File: config.mk
export PLATFORM = sky130hd
export DESIGN_NAME = auto_serial_buffer_transfer
export DESIGN_NICKNAME = d
export VERILOG_FILES = /design/src/core/buffer_ram.v /design/src/core/auto_serial_buffer_transfer.v
export VERILOG_INCLUDE_DIRS = /design/src /design/src/core
export SDC_FILE = /design/constraint.sdc
export NUM_CORES = 1
export LEC_CHECK = 0
export BUFFER_PORTS_ARGS = -buffer_cell sky130_fd_sc_hd__buf_2
export CAP_MARGIN = 40
export CORE_MARGIN = 2
export CORE_UTILIZATION = 45
export CTS_BUF_LIST = sky130_fd_sc_hd__clkbuf_8
export CTS_CLUSTER_DIAMETER = 150
export DETAILED_ROUTE_END_ITERATION = 10
export GPL_TIMING_DRIVEN = 0
export SLEW_MARGIN = 30
export SYNTH_ARGS = -nofsm -noshare
export SYNTH_HDL_FRONTEND = slang
export SYNTH_SLANG_ARGS = --single-unit
File: constraint.sdc
create_clock -name clk -period 3.2 [get_ports clk]
set_input_delay 0.16 -clock clk [delete_from_list [all_inputs] [get_ports clk]]
set_output_delay 0.16 -clock clk [all_outputs]
set_load 0.1 [all_outputs]
File: src/core/auto_xfer_defines.vh
// Constants of the automatic serial buffer transfer engine.
// Assumes a 6-bit register address with the buffer RAM in the upper half.
`ifndef AUTO_XFER_DEFINES_VH
`define AUTO_XFER_DEFINES_VH

// Register addresses
`define ADDR_W 6
`define REG_MODE 6'h00
`define REG_CTRL 6'h01
`define REG_GAP 6'h02
`define REG_PTR 6'h03
`define REG_SHIFT 6'h04
`define REG_STAT 6'h05
`define RAM_SEL_BIT 5

// Buffer RAM shape: 32 bytes, lowest byte sent last
`define RAM_AW 5
`define DATA_W 8

// serial_mode_reg fields
`define MODE_ENABLE_BIT 7
`define MODE_AUTO_BIT 5

// auto_xfer_control fields
`define CTRL_RX_ON_BIT 7
`define CTRL_REPEAT_BIT 6
`define CTRL_ACTIVE_BIT 3

// byte_gap_setting fields; bits 6 and 5 always read zero
`define GAP_TOP_BIT 7
`define GAP_N_MSB 4

// Status register field
`define STAT_IRQ_BIT 0

// Reset values
`define MODE_RESET 8'h00
`define CTRL_RESET 8'h00
`define GAP_RESET 8'h00
`define PTR_RESET 5'h00

// Gap timing in system clocks: (n+1)*64 plus a fixed overhead
`define GAP_SHIFT 6
`define GAP_EXTRA 12'h01C
`define GAP_CNT_W 12

// Bits per serial unit
`define BITS_PER_UNIT 4'h8

`endif

File: src/core/buffer_ram.v
// Buffer RAM of the transfer engine: 32 bytes, one write port, two
// registered read ports (software and engine).
// Assumes the owner arbitrates the single write port.
`timescale 1ns/1ps
`include "auto_xfer_defines.vh"

module buffer_ram (
    input wire clk,
    input wire wrEn,
    input wire [`RAM_AW-1:0] wrAddr,
    input wire [`DATA_W-1:0] wrData,
    input wire [`RAM_AW-1:0] rdAddrA,
    output reg [`DATA_W-1:0] rdDataA,
    input wire [`RAM_AW-1:0] rdAddrB,
    output reg [`DATA_W-1:0] rdDataB
);

    reg [`DATA_W-1:0] mem [0:(1<<`RAM_AW)-1];

    // Write and both reads; read data come out of a register
    always @(posedge clk) begin
        if (wrEn) begin
            mem[wrAddr] <= wrData;
        end
        rdDataA <= mem[rdAddrA];
        rdDataB <= mem[rdAddrB];
    end

endmodule

File: src/core/auto_serial_buffer_transfer.v
// Automatic block transfer engine of a 3-wire serial interface with
// its register port and buffer RAM.
// Assumes the serial clock comes from the far side on a pin and that
// software keeps the setup order described below.
//
// Notes on behaviour
// Software fills the buffer upward from the lowest byte, first byte highest.
// Software loads the index pointer with byte count minus one.
// Software enables serial and automatic mode, sets receive, gap, then triggers.
// A shift register write only starts the block; its value is dropped.
// The byte at the pointer is copied to the shift register, then sent.
// With receive on, each received byte goes to the pointed buffer byte.
// Pointer decrements after each byte; block ends after pointer zero byte.
// The transfer-active flag clears when the block ends.
// Interrupt flag set after final byte; active flag at bit 3 shows end.
// Trigger is honoured only while the serial enable bit 7 is set.
// Transmit/receive mode shifts out and in eight bits per unit together.
// Serial input is released in transmit-only mode; no strobe or busy.
// A gap follows every byte but the last while the buffer is accessed.
// Serial data output is low whenever the active flag is clear.
// Repeat select 0 and receive on selects transmit/receive mode.
// Repeat select 0 and receive off transmits only, storing nothing.
// Transmit/receive byte end: store, decrement, load next byte.
// Transmit-only byte end: decrement then load next, no buffer write.
// Last byte: store final received byte, then set interrupt flag.
// Software leaves the gap setting alone during a block.
// Gap lies between (n+1)*64+28 clocks and (n+1)*64+36 clocks plus sck.
// Active flag stays set from trigger until the block ends.
//
// Chosen here: the placing of the registers and the strobed register port.
`timescale 1ns/1ps
`include "auto_xfer_defines.vh"

module auto_serial_buffer_transfer (
    input wire clk,
    input wire rst_b,
    input wire [`ADDR_W-1:0] regAddr,
    input wire [`DATA_W-1:0] regWrData,
    input wire regWrite,
    input wire regRead,
    output reg [`DATA_W-1:0] regRdData,
    input wire serialClkPin,
    input wire serialInPin,
    output reg serialOutPin,
    output reg serialInUsed,
    output reg transferActive,
    output reg serialIrq
);

    // One-hot engine states
    localparam [6:0] ST_IDLE = 7'h01;
    localparam [6:0] ST_FETCH = 7'h02;
    localparam [6:0] ST_LOAD = 7'h04;
    localparam [6:0] ST_ARM = 7'h08;
    localparam [6:0] ST_SHIFT = 7'h10;
    localparam [6:0] ST_STORE = 7'h20;
    localparam [6:0] ST_GAP = 7'h40;

    // Decodes a register address; used for reads and writes alike
    function isReg;
        input [`ADDR_W-1:0] addr;
        input [`ADDR_W-1:0] which;
        begin
            isReg = (addr == which);
        end
    endfunction

    reg [6:0] state_q;
    reg [`DATA_W-1:0] mode_q;
    reg rxOn_q;
    reg repeatSel_q;
    reg [`DATA_W-1:0] gap_q;
    reg [`RAM_AW-1:0] ptr_q;
    reg [`DATA_W-1:0] shift_q;
    reg [3:0] bitCnt_q;
    reg [`GAP_CNT_W-1:0] gapCnt_q;
    reg irqFlag_q;
    reg ramSel_q;
    reg [`DATA_W-1:0] regFile_q;
    reg sck1_q;
    reg sck2_q;
    reg sck3_q;
    reg si1_q;
    reg si2_q;

    wire [`DATA_W-1:0] ramRdCpu;
    wire [`DATA_W-1:0] ramRdEng;
    wire sckRise;
    wire sckFall;
    wire cpuRamWrite;
    wire engRamWrite;
    wire trigger;
    wire [`GAP_CNT_W-1:0] gapLoad;
    wire [`DATA_W-1:0] ctrlRead;
    wire [`DATA_W-1:0] gapRead;

    // Two flip-flops on each pin, a third stage only for edge finding
    always @(posedge clk) begin
        // Clock stages start at the idle-high level of the link clock,
        // so that no false edge is seen right after reset
        if (!rst_b) begin
            sck1_q <= 1'b1;
            sck2_q <= 1'b1;
            sck3_q <= 1'b1;
            si1_q <= 1'b0;
            si2_q <= 1'b0;
        end else begin
            sck1_q <= serialClkPin;
            sck2_q <= sck1_q;
            sck3_q <= sck2_q;
            si1_q <= serialInPin;
            si2_q <= si1_q;
        end
    end

    assign sckRise = sck2_q & ~sck3_q;
    assign sckFall = ~sck2_q & sck3_q;

    // Start only with serial and automatic mode enabled and no block
    // running; a retrigger mid-block is ignored
    assign trigger = regWrite && isReg(regAddr, `REG_SHIFT) &&
                     mode_q[`MODE_ENABLE_BIT] &&
                     mode_q[`MODE_AUTO_BIT] && state_q == ST_IDLE;

    assign cpuRamWrite = regWrite && regAddr[`RAM_SEL_BIT];
    // Engine write yields to a software write in the same cycle
    assign engRamWrite = state_q == ST_STORE && rxOn_q &&
                         !repeatSel_q && !cpuRamWrite;

    // (n+1)*64 + 28 clocks of gap before the next fetch; n+1 is kept
    // six bits wide so that n = 31 gives 32 and not zero
    assign gapLoad = ({6'h00, {1'b0, gap_q[`GAP_N_MSB:0]} + 6'h01} <<
                      `GAP_SHIFT) + `GAP_EXTRA;

    buffer_ram ram (
        .clk(clk),
        .wrEn(cpuRamWrite | engRamWrite),
        .wrAddr(cpuRamWrite ? regAddr[`RAM_AW-1:0] : ptr_q),
        .wrData(cpuRamWrite ? regWrData : shift_q),
        .rdAddrA(regAddr[`RAM_AW-1:0]),
        .rdDataA(ramRdCpu),
        .rdAddrB(ptr_q),
        .rdDataB(ramRdEng)
    );

    // Software-written control registers
    always @(posedge clk) begin
        if (!rst_b) begin
            mode_q <= `MODE_RESET;
            rxOn_q <= 1'b0;
            repeatSel_q <= 1'b0;
            gap_q <= `GAP_RESET;
        end else if (regWrite) begin
            if (isReg(regAddr, `REG_MODE)) begin
                mode_q <= regWrData;
            end
            if (isReg(regAddr, `REG_CTRL)) begin
                rxOn_q <= regWrData[`CTRL_RX_ON_BIT];
                repeatSel_q <= regWrData[`CTRL_REPEAT_BIT];
            end
            if (isReg(regAddr, `REG_GAP)) begin
                gap_q <= regWrData;
            end
        end
    end

    // Engine: pointer, shifter, gap counter and flags
    always @(posedge clk) begin
        if (!rst_b) begin
            state_q <= ST_IDLE;
            ptr_q <= `PTR_RESET;
            shift_q <= 8'h00;
            bitCnt_q <= 4'h0;
            gapCnt_q <= 12'h000;
            irqFlag_q <= 1'b0;
            serialIrq <= 1'b0;
            serialOutPin <= 1'b0;
        end else begin
            serialIrq <= 1'b0;
            // Write 1 clears the flag; a set in the same cycle wins below
            if (regWrite && isReg(regAddr, `REG_STAT) &&
                regWrData[`STAT_IRQ_BIT]) begin
                irqFlag_q <= 1'b0;
            end
            case (state_q)
                ST_IDLE: begin
                    serialOutPin <= 1'b0;
                    // Pointer is software's only while idle
                    if (regWrite && isReg(regAddr, `REG_PTR)) begin
                        ptr_q <= regWrData[`RAM_AW-1:0];
                    end
                    if (trigger) begin
                        state_q <= ST_FETCH;
                    end
                end
                ST_FETCH: begin
                    // RAM read issued from ptr_q, data valid next cycle
                    state_q <= ST_LOAD;
                end
                ST_LOAD: begin
                    shift_q <= ramRdEng;
                    bitCnt_q <= 4'h0;
                    state_q <= ST_ARM;
                end
                ST_ARM: begin
                    // Wait for the far side's falling edge to start a unit
                    if (sckFall) begin
                        serialOutPin <= shift_q[`DATA_W-1];
                        state_q <= ST_SHIFT;
                    end
                end
                ST_SHIFT: begin
                    if (sckRise) begin
                        shift_q <= {shift_q[`DATA_W-2:0], si2_q};
                        bitCnt_q <= bitCnt_q + 4'h1;
                        if (bitCnt_q + 4'h1 == `BITS_PER_UNIT) begin
                            state_q <= ST_STORE;
                        end
                    end else if (sckFall) begin
                        serialOutPin <= shift_q[`DATA_W-1];
                    end
                end
                ST_STORE: begin
                    // Store first; only then decrement or finish
                    if (engRamWrite || !rxOn_q || repeatSel_q) begin
                        if (ptr_q == 5'h00) begin
                            irqFlag_q <= 1'b1;
                            serialIrq <= 1'b1;
                            serialOutPin <= 1'b0;
                            state_q <= ST_IDLE;
                        end else begin
                            ptr_q <= ptr_q - 5'h01;
                            gapCnt_q <= gapLoad;
                            state_q <= ST_GAP;
                        end
                    end
                end
                ST_GAP: begin
                    // Output keeps the last bit while the block runs
                    if (gapCnt_q == 12'h000) begin
                        state_q <= ST_FETCH;
                    end else begin
                        gapCnt_q <= gapCnt_q - 12'h001;
                    end
                end
                default: begin
                    state_q <= ST_IDLE;
                end
            endcase
        end
    end

    // Flags shown at pins: registered engine state, and the trigger for the active flag
    always @(posedge clk) begin
        if (!rst_b) begin
            transferActive <= 1'b0;
            serialInUsed <= 1'b0;
        end else begin
            transferActive <= state_q != ST_IDLE || trigger;
            // Input pin is free again in transmit-only mode
            serialInUsed <= (state_q != ST_IDLE) && rxOn_q;
        end
    end

    // Read views of the control registers
    assign ctrlRead = {rxOn_q, repeatSel_q, 2'b00,
                       state_q != ST_IDLE, 3'b000};
    assign gapRead = {gap_q[`GAP_TOP_BIT], 2'b00, gap_q[`GAP_N_MSB:0]};

    // Register read data, one cycle after the read strobe;
    // RAM reads mux the RAM's own output register in that cycle
    always @(posedge clk) begin
        if (!rst_b) begin
            ramSel_q <= 1'b0;
            regFile_q <= 8'h00;
        end else begin
            ramSel_q <= regRead && regAddr[`RAM_SEL_BIT];
            regFile_q <= 8'h00;
            if (regRead) begin
                if (isReg(regAddr, `REG_MODE)) begin
                    regFile_q <= mode_q;
                end
                if (isReg(regAddr, `REG_CTRL)) begin
                    regFile_q <= ctrlRead;
                end
                if (isReg(regAddr, `REG_GAP)) begin
                    regFile_q <= gapRead;
                end
                if (isReg(regAddr, `REG_PTR)) begin
                    regFile_q <= {3'b000, ptr_q};
                end
                if (isReg(regAddr, `REG_SHIFT)) begin
                    regFile_q <= shift_q;
                end
                if (isReg(regAddr, `REG_STAT)) begin
                    regFile_q <= {7'h00, irqFlag_q};
                end
            end
        end
    end

    // Output mux keeps the read word valid in exactly one cycle
    always @* begin
        regRdData = ramSel_q ? ramRdCpu : regFile_q;
    end

endmodule

==> results.py <==
metrics = {
    "route": {
        "via_per_inst": 6.18,
        "vias": 10300,
        "ant_nets": 0,
        "avgRoutedWirePerCell_um": 26.8,
        "drc": 0,
        "drtIter0Drc": 1058,
        "dr.pass1.iters": 5,
        "drt_wl_total_mm": 44.5,
    },
    "timing": {
        "slew_viol_final": 0,
        "hold_ws_ns": 0.0698,
        "fin_crit_ns": 2.97,
        "post-route-period-util": 0.927,
        "maxSlewHeadroom": 0.420,
        "setup_ws_ns": 0.233,
        "tightest_slew_ns": 0.870,
        "rsz0062_at_grt": "no",
        "fin_skew_ns": 0.0256,
        "fin_tns_setup_ns": 0,
        "hold_viol": 0,
        "setup_viol": 0,
        "fmax_ghz": 0.337,
    },
    "setup_path": {
        "regToRegStartpoint": "ptr_q[1]",
        "start_kind": "flop",
        "crit_type": "flop to flop",
        "path_cells": "buf_2 > clkbuf_1 > inv_1 > nand2_1 > o22ai_1 > nand2_1 > nor2_1",
        "arrival_ns": 3.22,
        "crit_fanout": 10,
        "cp_slowest_cell": "nor2_1",
        "worstSetupEndpointType": "flop",
        "cp_common_cell": "nand2_1",
        "reg2reg_slack_ns": 0.23,
        "setup.worst_path.start": "ptr_q[1]",
        "cp.required_ns": 3.45,
        "cpPeakStageDelay_ns": 0.79,
    },
    "grt": {
        "grt_max_degree": 33,
        "grt_pass1_wl_mm": 65.8,
        "track_usage": 0.239,
        "grt_antenna_before_repair": 0,
        "grt_pass1_vias": 10300,
        "grt_overflow": 0,
    },
    "floorplanning": {
        "ios": 32,
        "start_util": 0.457,
        "coreArea_um2": 35600,
        "die_w_um": 194,
        "rows": 69,
        "die_h_um": 194,
        "dieArea_um2": 37700,
    },
    "clock_tree": {
        "htree_num_levels": 2,
        "insertion_delay_ns": 0.64,
        "tritoncts": "done",
        "cts_buffers": 57,
        "clk_path_buf_depth": 3,
        "cts_setup_buffers": 0,
        "clkTransAtPathRegs_ns": 0.06,
        "cts_num_sinks": 343,
        "cts_root_buf": "clkbuf_8",
    },
    "yosys": {
        "synth-seq-area-share": 0.580,
        "ys.flop_type": "edfxtp_1",
        "ys_ff_latch": 343,
        "synthArstFlopShare": 0,
        "synth.avg_cell_area_um2": 15.6,
        "synth_edf_count": 256,
        "ys_top_cells_by_area": "edfxtp_1, mux4_2, dfxtp_1, mux2_2, mux2i_1",
        "synth_top_area_cell": "edfxtp_1",
        "netlist_area_um2": 16300,
        "synthesis.nets": 1069,
        "synth_top_area_frac": 0.473,
        "synth_cells": 1043,
        "synthDistinctLibCells": 74,
        "ys_warn_count": 0,
    },
    "min_path": {
        "hp-class": "primary input to flop",
        "hold_start": "regAddr[2]",
    },
    "finish": {
        "fillCellCount": 2983,
        "layout_common_cells": "edfxtp_1, mux4_2, dfxtp_1, nor2_1, clkbuf_8",
        "area_growth_pct": 13.2,
        "final_core_util": 0.518,
        "finalInstanceArea_um2": 18400,
        "mostFrequentLayoutCell": "edfxtp_1",
        "finalNetCount": 1180,
        "drive_above_1_share": 0.306,
        "diodes": 0,
    },
    "pwr": {
        "vdd_ir_drop_max_uv": 429,
        "powerDensity_nw_per_um2": 545,
        "leakage_nw": 6.38,
    },
    "job": {
        "maxCapViolCount": 0,
    },
    "place": {
        "placed_cell_area_um2": 17000,
        "place_worst_setup_slack_ns": -0.224,
        "dp.final_hpwl_mm": 30.5,
        "routabilityCongestion": 0.870,
        "portBuffers": 27,
    },
    "status": {
        "status": "complete, no violations",
    },
}
registers in the layout, indices dropped and copies added (netlist names), 4 cells and up:
register / count
ram.rdDataB: 8
shift_q: 8
gapCnt_q: 12
regFile_q: 8
gap_q: 6
mode_q: 8
ram.rdDataA: 8
ram.mem: 256
state_q: 7
bitCnt_q: 4
ptr_q: 5
synthesized netlist by cell type (all sizes together), types with 11 or more instances:
| master | n |
|---|---|
| mux4 | 129 |
| nand2 | 50 |
| mux2 | 54 |
| a21oi | 24 |
| mux2i | 55 |
| edfxtp | 256 |
| clkbuf | 30 |
| o21ai | 11 |
| a22o | 12 |
| buf | 44 |
| nand3 | 29 |
| dfxtp | 87 |
| o22ai | 19 |
| nor2 | 92 |
layer usage:
| layer | routed length, um | part of all wire | vias to the layer above | global-route usage |
|---|---|---|---|---|
| met3 | 3810 | 0.086 | 103 | 0.0489 |
| met4 | 1650 | 0.037 | 0 | 0.0870 |
| met2 | 20600 | 0.46 | 477 | 0.371 |
| met5 | 0 | 0 | - | 0 |
| li1 | - | - | 4438 | - |
| met1 | 18500 | 0.41 | 5239 | 0.337 |
metrics by stage:
stage,power [W],cells
detailed placement,0.00606,1535
floorplan,0.00570,1043
global placement,0.00605,1531
finish,0.0100,1660
CTS,0.0101,1653
global route,0.0104,1660
worst paths after layout:
path                          to  cells after the start
hold / removal    transferActive                      3
setup reg to reg  ram.mem[29][0]                      7
setup / recovery  ram.mem[29][0]                      7
hold reg to reg           sck2_q                      1
cell type report:
type	instances	area, um^2	share of cell area
flip-flops and latches	343	9430	0.512
multi-input cells	619	6440	0.350
clock buffers	65	895	0.0486
well taps	461	577	0.0313
plain buffers	73	388	0.0211
repair buffers	53	372	0.0202
clock inverters	39	295	0.0160
inverters	7	26.3	0.00143
power by group:
part,internal [W],total (W),switching (W),leakage (nW)
clock network,0.00225,0.00404,0.00179,0.688
registers,0.00484,0.00486,0.0000268,3.08
logic,0.000450,0.00113,0.000678,2.61
timing repair:
item                       4_1_cts  5_1_grt
hold buffers                    15        0
resized for setup                7        0
hold endpoints to repair        28        0
setup endpoints to repair      120        0
kinds of logic (layout without fill, tap and decap cells):
kind of cell	Yosys count	after routing	share of synthesized area
DFF	343	343	0.580
and+or+nand+nor	241	241	0.0766
muxes	238	238	0.250
AOI/OAI and AO/OA	125	125	0.0588
buffers and inverters	81	237	0.0257
xor gates and xnor gates	9	9	0.00485
adders and majority gates	6	6	0.00461
critical path: cells and delay by family, from the launching register on:
kind	cells	cell delay (ns)
compound gates	1	0.15
buf+inv	3	0.84
flops	1	0.29
simple gates	3	1.28
Power figures use the tool's default switching activity.
